File: src/tmc_regs.vh
`ifndef TMC_REGS_VH
`define TMC_REGS_VH
`define TMC_ADDR_W 8
`define TMC_OFS_WAVE_CTRL 8'h80
`define TMC_OFS_CAP_CLK_CTRL 8'h81
`define TMC_RESET_BYTE 8'h00
`define TMC_CAP_CLK_WMASK 8'hdf
`define TMC_A_HI 7
`define TMC_A_LO 6
`define TMC_B_HI 5
`define TMC_B_LO 4
`define TMC_C_HI 3
`define TMC_C_LO 2
`define TMC_WML_HI 1
`define TMC_WML_LO 0
`define TMC_FILT_BIT 7
`define TMC_EDGE_BIT 6
`define TMC_WMH_HI 4
`define TMC_WMH_LO 3
`define TMC_CS_HI 2
`define TMC_CS_LO 0
`define TMC_ACT_OFF 2'h0
`define TMC_ACT_TOGGLE 2'h1
`define TMC_ACT_CLEAR 2'h2
`define TMC_ACT_SET 2'h3
`define TMC_WM_NORMAL 4'h0
`define TMC_WM_PC8 4'h1
`define TMC_WM_PC9 4'h2
`define TMC_WM_PC10 4'h3
`define TMC_WM_CTC_A 4'h4
`define TMC_WM_FAST8 4'h5
`define TMC_WM_FAST9 4'h6
`define TMC_WM_FAST10 4'h7
`define TMC_WM_PFC_CAP 4'h8
`define TMC_WM_PFC_A 4'h9
`define TMC_WM_PC_CAP 4'ha
`define TMC_WM_PC_A 4'hb
`define TMC_WM_CTC_A2 4'hc
`define TMC_WM_RSVD 4'hd
`define TMC_WM_FAST_CAP 4'he
`define TMC_WM_FAST_A 4'hf
`define TMC_TYPE_NORMAL 3'h0
`define TMC_TYPE_CTC 3'h1
`define TMC_TYPE_PC 3'h2
`define TMC_TYPE_PFC 3'h3
`define TMC_TYPE_FAST 3'h4
`define TMC_TYPE_RSVD 3'h5
`define TMC_TOP_FIXED 2'h0
`define TMC_TOP_CAPTURE 2'h1
`define TMC_TOP_COMPARE_A 2'h2
`define TMC_TOP_NONE 2'h3
`define TMC_RES_NONE 2'h0
`define TMC_RES_8 2'h1
`define TMC_RES_9 2'h2
`define TMC_RES_10 2'h3
`define TMC_CS_STOP 3'h0
`define TMC_CS_DIV1 3'h1
`define TMC_CS_DIV8 3'h2
`define TMC_CS_DIV64 3'h3
`define TMC_CS_DIV256 3'h4
`define TMC_CS_DIV1024 3'h5
`define TMC_CS_EXT_FALL 3'h6
`define TMC_CS_EXT_RISE 3'h7
`define TMC_DIV_W 10
`define TMC_DIV8_MASK 10'h007
`define TMC_DIV64_MASK 10'h03f
`define TMC_DIV256_MASK 10'h0ff
`define TMC_DIV1024_MASK 10'h3ff
`define TMC_FILTER_SAMPLES 4
`endif
File: src/tmc_capture_filter.v
`timescale 1ns/1ps
`include "tmc_regs.vh"
module tmc_capture_filter #(
	parameter SAMPLES = `TMC_FILTER_SAMPLES
) (
	clock,
	rst,
	sample_in,
	filter_enable,
	level_out
);
	input wire clock;
	input wire rst;
	input wire sample_in;
	input wire filter_enable;
	output reg level_out;

	// the live sample is the newest of the run, so history needs one bit less
	reg [SAMPLES-2:0] hist_reg;

	always @(posedge clock or posedge rst) begin
		if (rst) begin
			hist_reg <= {(SAMPLES-1){1'b0}};
			level_out <= 1'b0;
		end else begin
			hist_reg <= {hist_reg[SAMPLES-3:0], sample_in};
			if (!filter_enable) begin
				level_out <= sample_in;
			end else if (&{hist_reg, sample_in}) begin
				level_out <= 1'b1;
			end else if (~|{hist_reg, sample_in}) begin
				level_out <= 1'b0;
			end
		end
	end
endmodule

File: src/tmc_mode_control.v
// The strobed register port was chosen for this implementation.
`timescale 1ns/1ps
`include "tmc_regs.vh"
// Overview of operation
// nonzero channel action field hands the pin to the compare output
// compare output reaches pad only when direction bit selects output
// non-PWM match: 0 disconnected, 1 toggle, 2 low, 3 high
// register A holds action fields A 7:6, B 5:4, C 3:2
// waveform mode is register B bits 4:3 over register A bits 1:0
// mode 0 normal; modes 1..3 phase-correct PWM 8, 9, 10 bits
// modes 4 and C are clear-on-match, TOP from compare A
// modes 5..7 fast PWM at 8, 9, 10 bits
// mode 8 phase-frequency PWM TOP capture; mode 9 TOP compare A
// mode A phase-correct TOP capture; mode B TOP compare A
// mode E fast TOP capture; F fast TOP compare A; D reserved
// filter enable needs four equal samples before capture input changes
// edge select zero falling, one rising edge triggers capture
// capture edge copies counter to capture value and sets the flag
// capture-as-TOP modes disconnect the pin and disable capture
// register B bit 5 reads zero and ignores writes
// clock select 0 stop, 1 undivided, 2..5 divide 8/64/256/1024
// clock select 6 falling, 7 rising external pin edges, even as output
// PWM modes: action 2 non-inverted, 3 inverted waveform
// external pin synchronised, one-cycle count enable per qualifying edge
// writable control bits reset to zero: counter stopped, outputs off
module tmc_mode_control (
	clock,
	rst,
	addr,
	wdata,
	wr_stb,
	rd_stb,
	rdata,
	match_a,
	match_b,
	match_c,
	pwm_up,
	dir_a,
	dir_b,
	dir_c,
	counter_value,
	capture_pin,
	external_count_pin,
	count_enable,
	waveform_mode,
	wave_type,
	top_source,
	fixed_resolution,
	compare_out_a,
	compare_out_b,
	compare_out_c,
	pad_oe_a,
	pad_oe_b,
	pad_oe_c,
	override_a,
	override_b,
	override_c,
	capture_value,
	capture_flag
);
	input wire clock;
	input wire rst;
	input wire [`TMC_ADDR_W-1:0] addr;
	input wire [7:0] wdata;
	input wire wr_stb;
	input wire rd_stb;
	output reg [7:0] rdata;
	input wire match_a;
	input wire match_b;
	input wire match_c;
	input wire pwm_up;
	input wire dir_a;
	input wire dir_b;
	input wire dir_c;
	input wire [15:0] counter_value;
	input wire capture_pin;
	input wire external_count_pin;
	output reg count_enable;
	output reg [3:0] waveform_mode;
	output reg [2:0] wave_type;
	output reg [1:0] top_source;
	output reg [1:0] fixed_resolution;
	output reg compare_out_a;
	output reg compare_out_b;
	output reg compare_out_c;
	output reg pad_oe_a;
	output reg pad_oe_b;
	output reg pad_oe_c;
	output reg override_a;
	output reg override_b;
	output reg override_c;
	output reg [15:0] capture_value;
	output reg capture_flag;

	localparam CHANS = 3;
	localparam [1:0] SEL_NONE = 2'h0;
	localparam [1:0] SEL_WAVE = 2'h1;
	localparam [1:0] SEL_CAP_CLK = 2'h2;

	reg [7:0] wave_output_control_reg;
	reg [7:0] capture_clock_control_reg;
	reg ext_sync1_reg;
	reg ext_sync2_reg;
	reg ext_prev_reg;
	reg cap_sync1_reg;
	reg cap_sync2_reg;
	reg cap_prev_reg;
	reg [2:0] oc_reg;
	wire cap_filtered;
	wire tick_div8;
	wire tick_div64;
	wire tick_div256;
	wire tick_div1024;
	wire [1:0] chan_a_output_action;
	wire [1:0] chan_b_output_action;
	wire [1:0] chan_c_output_action;
	wire [1:0] waveform_mode_low;
	wire [1:0] waveform_mode_high;
	wire [3:0] waveform_mode_next;
	wire capture_filter_enable;
	wire capture_edge_select;
	wire [2:0] clock_source_select;
	wire pwm_mode;
	wire capture_is_top;
	wire [2:0] match_vec;
	wire [5:0] action_vec;
	wire [2:0] dir_vec;
	wire [2:0] oc_next;
	reg count_next;
	reg [2:0] type_next;
	reg [1:0] top_next;
	reg [1:0] res_next;
	reg capture_event;
	wire [1:0] addr_sel;
	genvar g;

	// one helper decodes type for both the output and the PWM test
	function [2:0] mode_type;
		input [3:0] m;
		begin
			if (m == `TMC_WM_NORMAL) begin
				mode_type = `TMC_TYPE_NORMAL;
			end else if (m == `TMC_WM_CTC_A || m == `TMC_WM_CTC_A2) begin
				mode_type = `TMC_TYPE_CTC;
			end else if (m == `TMC_WM_PC8 || m == `TMC_WM_PC9 || m == `TMC_WM_PC10) begin
				mode_type = `TMC_TYPE_PC;
			end else if (m == `TMC_WM_PC_CAP || m == `TMC_WM_PC_A) begin
				mode_type = `TMC_TYPE_PC;
			end else if (m == `TMC_WM_PFC_CAP || m == `TMC_WM_PFC_A) begin
				mode_type = `TMC_TYPE_PFC;
			end else if (m == `TMC_WM_RSVD) begin
				mode_type = `TMC_TYPE_RSVD;
			end else begin
				mode_type = `TMC_TYPE_FAST;
			end
		end
	endfunction

	// shared by the write and read paths so both see one register map
	function [1:0] reg_sel;
		input [`TMC_ADDR_W-1:0] a;
		begin
			if (a == `TMC_OFS_WAVE_CTRL) begin
				reg_sel = SEL_WAVE;
			end else if (a == `TMC_OFS_CAP_CLK_CTRL) begin
				reg_sel = SEL_CAP_CLK;
			end else begin
				reg_sel = SEL_NONE;
			end
		end
	endfunction

	function chan_action;
		input [1:0] act;
		input [0:0] pwm;
		input [0:0] match;
		input [0:0] up;
		input [0:0] cur;
		begin
			chan_action = cur;
			if (match && act != `TMC_ACT_OFF) begin
				if (!pwm) begin
					if (act == `TMC_ACT_TOGGLE) begin
						chan_action = ~cur;
					end else begin
						chan_action = act == `TMC_ACT_SET;
					end
				end else if (act == `TMC_ACT_CLEAR) begin
					chan_action = ~up;
				end else if (act == `TMC_ACT_SET) begin
					chan_action = up;
				end else begin
					// pwm action 1 only toggles on each match, a simplification
					chan_action = ~cur;
				end
			end
		end
	endfunction

	assign chan_a_output_action = wave_output_control_reg[`TMC_A_HI:`TMC_A_LO];
	assign chan_b_output_action = wave_output_control_reg[`TMC_B_HI:`TMC_B_LO];
	assign chan_c_output_action = wave_output_control_reg[`TMC_C_HI:`TMC_C_LO];
	assign waveform_mode_low = wave_output_control_reg[`TMC_WML_HI:`TMC_WML_LO];
	assign waveform_mode_high = capture_clock_control_reg[`TMC_WMH_HI:`TMC_WMH_LO];
	assign waveform_mode_next = {waveform_mode_high, waveform_mode_low};
	assign capture_filter_enable = capture_clock_control_reg[`TMC_FILT_BIT];
	assign capture_edge_select = capture_clock_control_reg[`TMC_EDGE_BIT];
	assign clock_source_select = capture_clock_control_reg[`TMC_CS_HI:`TMC_CS_LO];
	assign pwm_mode = mode_type(waveform_mode_next) == `TMC_TYPE_PC ||
		mode_type(waveform_mode_next) == `TMC_TYPE_PFC ||
		mode_type(waveform_mode_next) == `TMC_TYPE_FAST;
	assign capture_is_top = waveform_mode_next == `TMC_WM_PFC_CAP ||
		waveform_mode_next == `TMC_WM_PC_CAP || waveform_mode_next == `TMC_WM_FAST_CAP;
	assign match_vec = {match_c, match_b, match_a};
	assign action_vec = {chan_c_output_action, chan_b_output_action, chan_a_output_action};
	assign dir_vec = {dir_c, dir_b, dir_a};
	assign addr_sel = reg_sel(addr);

	// one slice per channel; each reads only its own field and match
	generate
		for (g = 0; g < CHANS; g = g + 1) begin : g_chan
			assign oc_next[g] = chan_action(action_vec[2*g+1 -: 2], pwm_mode, match_vec[g], pwm_up, oc_reg[g]);
		end
	endgenerate

	tmc_prescaler u_prescaler (
		.clock(clock),
		.rst(rst),
		.tick_div8(tick_div8),
		.tick_div64(tick_div64),
		.tick_div256(tick_div256),
		.tick_div1024(tick_div1024)
	);

	tmc_capture_filter #(
		.SAMPLES(`TMC_FILTER_SAMPLES)
	) u_capture_filter (
		.clock(clock),
		.rst(rst),
		.sample_in(cap_sync2_reg),
		.filter_enable(capture_filter_enable),
		.level_out(cap_filtered)
	);

	always @* begin
		type_next = mode_type(waveform_mode_next);
		top_next = `TMC_TOP_FIXED;
		res_next = `TMC_RES_NONE;
		case (waveform_mode_next)
			`TMC_WM_NORMAL: top_next = `TMC_TOP_FIXED;
			`TMC_WM_PC8, `TMC_WM_FAST8: res_next = `TMC_RES_8;
			`TMC_WM_PC9, `TMC_WM_FAST9: res_next = `TMC_RES_9;
			`TMC_WM_PC10, `TMC_WM_FAST10: res_next = `TMC_RES_10;
			`TMC_WM_PFC_CAP, `TMC_WM_PC_CAP, `TMC_WM_FAST_CAP: top_next = `TMC_TOP_CAPTURE;
			`TMC_WM_RSVD: top_next = `TMC_TOP_NONE;
			default: top_next = `TMC_TOP_COMPARE_A;
		endcase
	end

	// ext pin is sampled whatever its direction, so software can clock it
	always @* begin
		count_next = 1'b0;
		case (clock_source_select)
			`TMC_CS_STOP: count_next = 1'b0;
			`TMC_CS_DIV1: count_next = 1'b1;
			`TMC_CS_DIV8: count_next = tick_div8;
			`TMC_CS_DIV64: count_next = tick_div64;
			`TMC_CS_DIV256: count_next = tick_div256;
			`TMC_CS_DIV1024: count_next = tick_div1024;
			`TMC_CS_EXT_FALL: count_next = ext_prev_reg & ~ext_sync2_reg;
			default: count_next = ~ext_prev_reg & ext_sync2_reg;
		endcase
	end

	always @* begin
		capture_event = 1'b0;
		if (!capture_is_top && cap_prev_reg != cap_filtered) begin
			capture_event = (cap_filtered == capture_edge_select);
		end
	end

	always @(posedge clock or posedge rst) begin
		if (rst) begin
			wave_output_control_reg <= `TMC_RESET_BYTE;
			capture_clock_control_reg <= `TMC_RESET_BYTE;
			rdata <= `TMC_RESET_BYTE;
			ext_sync1_reg <= 1'b0;
			ext_sync2_reg <= 1'b0;
			ext_prev_reg <= 1'b0;
			cap_sync1_reg <= 1'b0;
			cap_sync2_reg <= 1'b0;
			cap_prev_reg <= 1'b0;
			oc_reg <= 3'h0;
			count_enable <= 1'b0;
			waveform_mode <= `TMC_WM_NORMAL;
			wave_type <= `TMC_TYPE_NORMAL;
			top_source <= `TMC_TOP_FIXED;
			fixed_resolution <= `TMC_RES_NONE;
			compare_out_a <= 1'b0;
			compare_out_b <= 1'b0;
			compare_out_c <= 1'b0;
			pad_oe_a <= 1'b0;
			pad_oe_b <= 1'b0;
			pad_oe_c <= 1'b0;
			override_a <= 1'b0;
			override_b <= 1'b0;
			override_c <= 1'b0;
			capture_value <= 16'h0000;
			capture_flag <= 1'b0;
		end else begin
			if (wr_stb && addr_sel == SEL_WAVE) begin
				wave_output_control_reg <= wdata;
			end else if (wr_stb && addr_sel == SEL_CAP_CLK) begin
				capture_clock_control_reg <= wdata & `TMC_CAP_CLK_WMASK;
			end
			if (rd_stb && addr_sel == SEL_WAVE) begin
				rdata <= wave_output_control_reg;
			end else if (rd_stb && addr_sel == SEL_CAP_CLK) begin
				rdata <= capture_clock_control_reg & `TMC_CAP_CLK_WMASK;
			end else begin
				rdata <= `TMC_RESET_BYTE;
			end
			ext_sync1_reg <= external_count_pin;
			ext_sync2_reg <= ext_sync1_reg;
			ext_prev_reg <= ext_sync2_reg;
			cap_sync1_reg <= capture_pin;
			cap_sync2_reg <= cap_sync1_reg;
			cap_prev_reg <= cap_filtered;
			oc_reg <= oc_next;
			count_enable <= count_next;
			waveform_mode <= waveform_mode_next;
			wave_type <= type_next;
			top_source <= top_next;
			fixed_resolution <= res_next;
			override_a <= chan_a_output_action != `TMC_ACT_OFF;
			override_b <= chan_b_output_action != `TMC_ACT_OFF;
			override_c <= chan_c_output_action != `TMC_ACT_OFF;
			pad_oe_a <= (chan_a_output_action != `TMC_ACT_OFF) & dir_vec[0];
			pad_oe_b <= (chan_b_output_action != `TMC_ACT_OFF) & dir_vec[1];
			pad_oe_c <= (chan_c_output_action != `TMC_ACT_OFF) & dir_vec[2];
			// value forced low while the direction bit is clear, keeps the pad quiet
			compare_out_a <= oc_next[0] & dir_vec[0];
			compare_out_b <= oc_next[1] & dir_vec[1];
			compare_out_c <= oc_next[2] & dir_vec[2];
			if (capture_event) begin
				capture_value <= counter_value;
				capture_flag <= 1'b1;
			end else begin
				capture_flag <= 1'b0;
			end
		end
	end
endmodule

File: src/tmc_prescaler.v
`timescale 1ns/1ps
`include "tmc_regs.vh"
module tmc_prescaler (
	clock,
	rst,
	tick_div8,
	tick_div64,
	tick_div256,
	tick_div1024
);
	input wire clock;
	input wire rst;
	output reg tick_div8;
	output reg tick_div64;
	output reg tick_div256;
	output reg tick_div1024;

	reg [`TMC_DIV_W-1:0] count_reg;

	// free-running; each tick is a one-cycle enable when the low bits wrap
	always @(posedge clock or posedge rst) begin
		if (rst) begin
			count_reg <= {`TMC_DIV_W{1'b0}};
			tick_div8 <= 1'b0;
			tick_div64 <= 1'b0;
			tick_div256 <= 1'b0;
			tick_div1024 <= 1'b0;
		end else begin
			count_reg <= count_reg + {{(`TMC_DIV_W-1){1'b0}}, 1'b1};
			tick_div8 <= (count_reg & `TMC_DIV8_MASK) == `TMC_DIV8_MASK;
			tick_div64 <= (count_reg & `TMC_DIV64_MASK) == `TMC_DIV64_MASK;
			tick_div256 <= (count_reg & `TMC_DIV256_MASK) == `TMC_DIV256_MASK;
			tick_div1024 <= (count_reg & `TMC_DIV1024_MASK) == `TMC_DIV1024_MASK;
		end
	end
endmodule

File: config.mk
export PLATFORM = sky130hd
export DESIGN_NAME = tmc_mode_control
export DESIGN_NICKNAME = d
export VERILOG_FILES = /design/src/tmc_capture_filter.v /design/src/tmc_mode_control.v /design/src/tmc_prescaler.v
export VERILOG_INCLUDE_DIRS = /design/src
export SDC_FILE = /design/constraint.sdc
export NUM_CORES = 1
export LEC_CHECK = 0
export ABC_CLOCK_PERIOD_IN_PS = 5810
export BUFFER_PORTS_ARGS = -buffer_cell sky130_fd_sc_hd__buf_2
export CORE_ASPECT_RATIO = 1.75
export CORE_MARGIN = 2
export CORE_UTILIZATION = 34
export CTS_CLUSTER_DIAMETER = 100
export DETAILED_ROUTE_END_ITERATION = 8
export SETUP_SLACK_MARGIN = 0.3
export SYNTH_ARGS = -nofsm -noshare
export SYNTH_HDL_FRONTEND = slang
export SYNTH_HIERARCHICAL = 1
export SYNTH_SLANG_ARGS = --single-unit
File: constraint.sdc
create_clock -name clock -period 5.81 [get_ports clock]
set_input_delay 1.162 -clock clock [delete_from_list [all_inputs] [get_ports clock]]
set_output_delay 1.162 -clock clock [all_outputs]
set_load 0.02 [all_outputs]
==> results.rst <==
.. list-table::
   :header-rows: 1

   * - Metric
     - Value
   * - Setup Crit Path Kind
     - primary input to flop
   * - Max-slew violation count
     - 0
   * - Power per unit of standard cell area
     - around 340 nW/um^2
   * - Gates resized, CTS repair
     - 0
   * - Antenna diode instance count
     - 0
   * - Number of unique standard cell types used by synthesis
     - 42
   * - Static Leak
     - between 0.002 and 0.0025 uW
   * - Starting Density
     - about a third
   * - Final period demand of the worst path
     - around 2.5 ns
   * - Net count of the mapped netlist
     - between 200 and 300
   * - RSZ-0062 raised after global routing
     - no
   * - Final hold violation count
     - 0
   * - Fmax
     - approximately 400 MHz
   * - Total via count in the routed design
     - around 2200
   * - Post-Route Setup TNS
     - 0 ns
   * - Setup ws final
     - about 3.3 ns
   * - Critical path capture point type
     - flop
   * - Master cell of the clock root buffer
     - clkbuf_16
   * - Worst hold path startpoint
     - ext_sync1_reg
   * - ANT nets after route
     - 0
   * - Core Footprint
     - 9730 sq um
   * - Floorplan die area
     - between 10000 and 15000 sq um
   * - Number of hold buffers added after CTS
     - 0
   * - Clock latency on the worst-skew pair
     - about 0.34 ns
   * - Via count of the first global-routing pass
     - 2260
   * - Syn. warnings
     - 6
   * - Final setup violation count
     - 0
   * - Post-synthesis async set-or-reset flop share
     - 100%
   * - Post-Synthesis Cells
     - ~240
   * - Die X
     - 79.2 um
   * - Maximum buffer depth of the clock tree
     - 2
   * - DRC violations left
     - 0
   * - Die outline height
     - 136 um
   * - Fill cell count
     - between 900 and 1000
   * - CTS H-Tree Depth
     - 3
   * - Post-Synthesis Mean Instance Area
     - approximately 14 sq um
   * - Pwr Total
     - around 1400 uW
   * - Critical Path RT
     - 6.03 ns
   * - Count of buffers inserted at the top-level ports
     - 90
   * - Worst-path clk slew
     - about 0.060 ns
   * - Post-synth EDFFs
     - 0
   * - Worst Max-Slew Pin Slew
     - 0.859 ns
   * - Final clock skew
     - between 0.007 and 0.008 ns
   * - Leading cell types by total area after synthesis
     - dfrtp_1 66%, mux2_2 10%, mux2i_1 2.1%, xor2_1 1.8%, and2_1 1.3%
   * - Largest register FFs
     - 16
   * - Share of synthesized area occupied by flip-flops and latches
     - 65.5%
   * - Commonest non-fill, non-tap cell in the layout
     - buf_2
   * - Post-synth top flop
     - dfrtp_1
   * - # IOs
     - between 90 and 100
   * - Delay of the slowest critical-path stage
     - between 0.5 and 0.6 ns
   * - Placement-stage cell area
     - ~3900 sq um
   * - Antenna violations before repair
     - 0
   * - Startpoint types
     - primary input
   * - Per-cell via count in the routed design
     - 4.65
   * - Cell taking the most area after synthesis
     - dfrtp_1
   * - Overflow left after global routing
     - 0
   * - Most frequent cells in the layout
     - 90 x buf_2, 88 x dfrtp_1, 31 x mux2_2
   * - Area added between synthesis and finish
     - 26.2%
   * - Clock tree from TritonCTS
     - yes
   * - Total routed wirelength
     - ~6500 um
   * - Outcome
     - completed
   * - Fraction of the core area covered by cells at the end of the flow
     - a little over two fifths
   * - Post-synth design cell area
     - around 3400 sq um
   * - Routability congestion estimate from global placement
     - roughly 0.74
   * - Area share of the largest cell type after synthesis
     - between 60% and 70%
   * - Worst reg2reg startpoint
     - wave_output_control_reg[1]
   * - Maxcap violations
     - 0
   * - Number of nets in the layout
     - a little under 400
   * - Arrival time at the worst endpoint
     - ~2.7 ns
   * - Share of final-layout standard cells stronger than drive strength 1
     - 43.9%
   * - Number of buffers created by CTS
     - 9
   * - Placement-stage worst setup slack
     - 2.93 ns
   * - Total of flip-flops plus latches after synthesis
     - just under 90
   * - DP HPWL
     - roughly 4800 um
   * - Period utilization
     - roughly 43%
   * - Number of buffers inserted by post-CTS setup repair
     - 0
   * - Final design area excluding fillers
     - roughly 4200 sq um
   * - Slowest stage cell, crit path
     - or4_4
   * - Total global routing track utilization
     - about an eighth
   * - First-pass iteration count of the detailed router
     - 4
   * - Worst-path cell chain
     - buf_2 -> or4_4 -> nor4b_4 -> nand3b_2 -> mux2_2
   * - Wire length per cell
     - roughly 14 um
   * - Crit-path max FO
     - 8
   * - Clk sink count
     - just under 90
   * - Drt first-iter violations
     - 77
   * - Hold Crit Class
     - flop to flop
   * - Worst setup path start
     - addr[3]
   * - Peak supply drop
     - 0.158 mV
   * - Floorplan row count
     - 48
   * - Global-route wire length before repair
     - approximately 10000 um
   * - Pin count of the biggest net entering global routing
     - between 70 and 80
   * - Tightest slew margin relative to the limit
     - 42.7%
-- cell usage after synthesis, drive strengths merged (4+ instances only) --
master,n
o21ai,6
nand3,5
mux2,31
nand2,8
xor2,7
dfrtp,88
inv,10
and3,5
buf,4
nor2b,6
and2,7
a21oi,6
nor2,10
mux2i,7
-- critical path: cells and delay by family --
family	cells	cell delay, ns
muxes	1	0.33
and+or+nand+nor	3	1.14
buffers and inverters	1	0.10
-- cell families after synthesis --
group / count (synthesis) / share of synthesized area (%)
multiplexers: 38 / 12.5
adder cells (fa/ha/maj): 2 / 0.744
flip-flops: 88 / 65.5
AND/OR/NAND/NOR: 64 / 12.0
AO/OA/AOI/OAI: 24 / 4.76
buffers and inverters: 16 / 1.94
XOR/XNOR: 10 / 2.61
-- where the power goes --
group          switching (uW)  internal [uW]  total, uW
Combinational             104           77.2        181
Sequential               25.9            662        688
Clock                     232            332        565
-- area by class of cell --
class | instances | area, sq um | area share (%)
clock inverters | 6 | 70.1 | 1.65
clock buffers | 9 | 225 | 5.31
inverters | 10 | 37.5 | 0.884
multi-input cells | 138 | 1090 | 25.8
well taps | 125 | 156 | 3.69
repair buffers | 91 | 458 | 10.8
flip-flops and latches | 88 | 2200 | 51.9
-- final timing paths --
| path | endpoint | slack [ns] | cells after the start |
|---|---|---|---|
| setup / recovery | wave_output_control_reg[6] | 3.29 | 5 |
| setup reg to reg | capture_value[2] | 3.69 | 3 |
| hold reg to reg | ext_sync2_reg | 0.35 | 0 |
| max in group asynchronous | wave_output_control_reg[6] | 4.15 | 3 |
| hold / removal | ext_sync2_reg | 0.35 | 0 |
| min in group asynchronous | u_capture_filter/hist_reg[2] | 0.74 | 2 |
-- metal layers --
metal	vias to the layer above	share of wire (%)	global-route usage, %
met2	68	53	22.1
met1	1058	39	13.8
met3	15	5.3	3.27
met5	-	0	0
met4	0	3.3	8.52
li1	1029	-	-
-- stage by stage --
stage	std cells	hold WS (ns)
after floorplan	242	0.331
final	467	0.349
after detailed placement	452	0.336
after global placement	452	0.335
after global routing	467	0.355
after CTS	467	0.351
No activity file was read; power rests on OpenSTA's default activity.
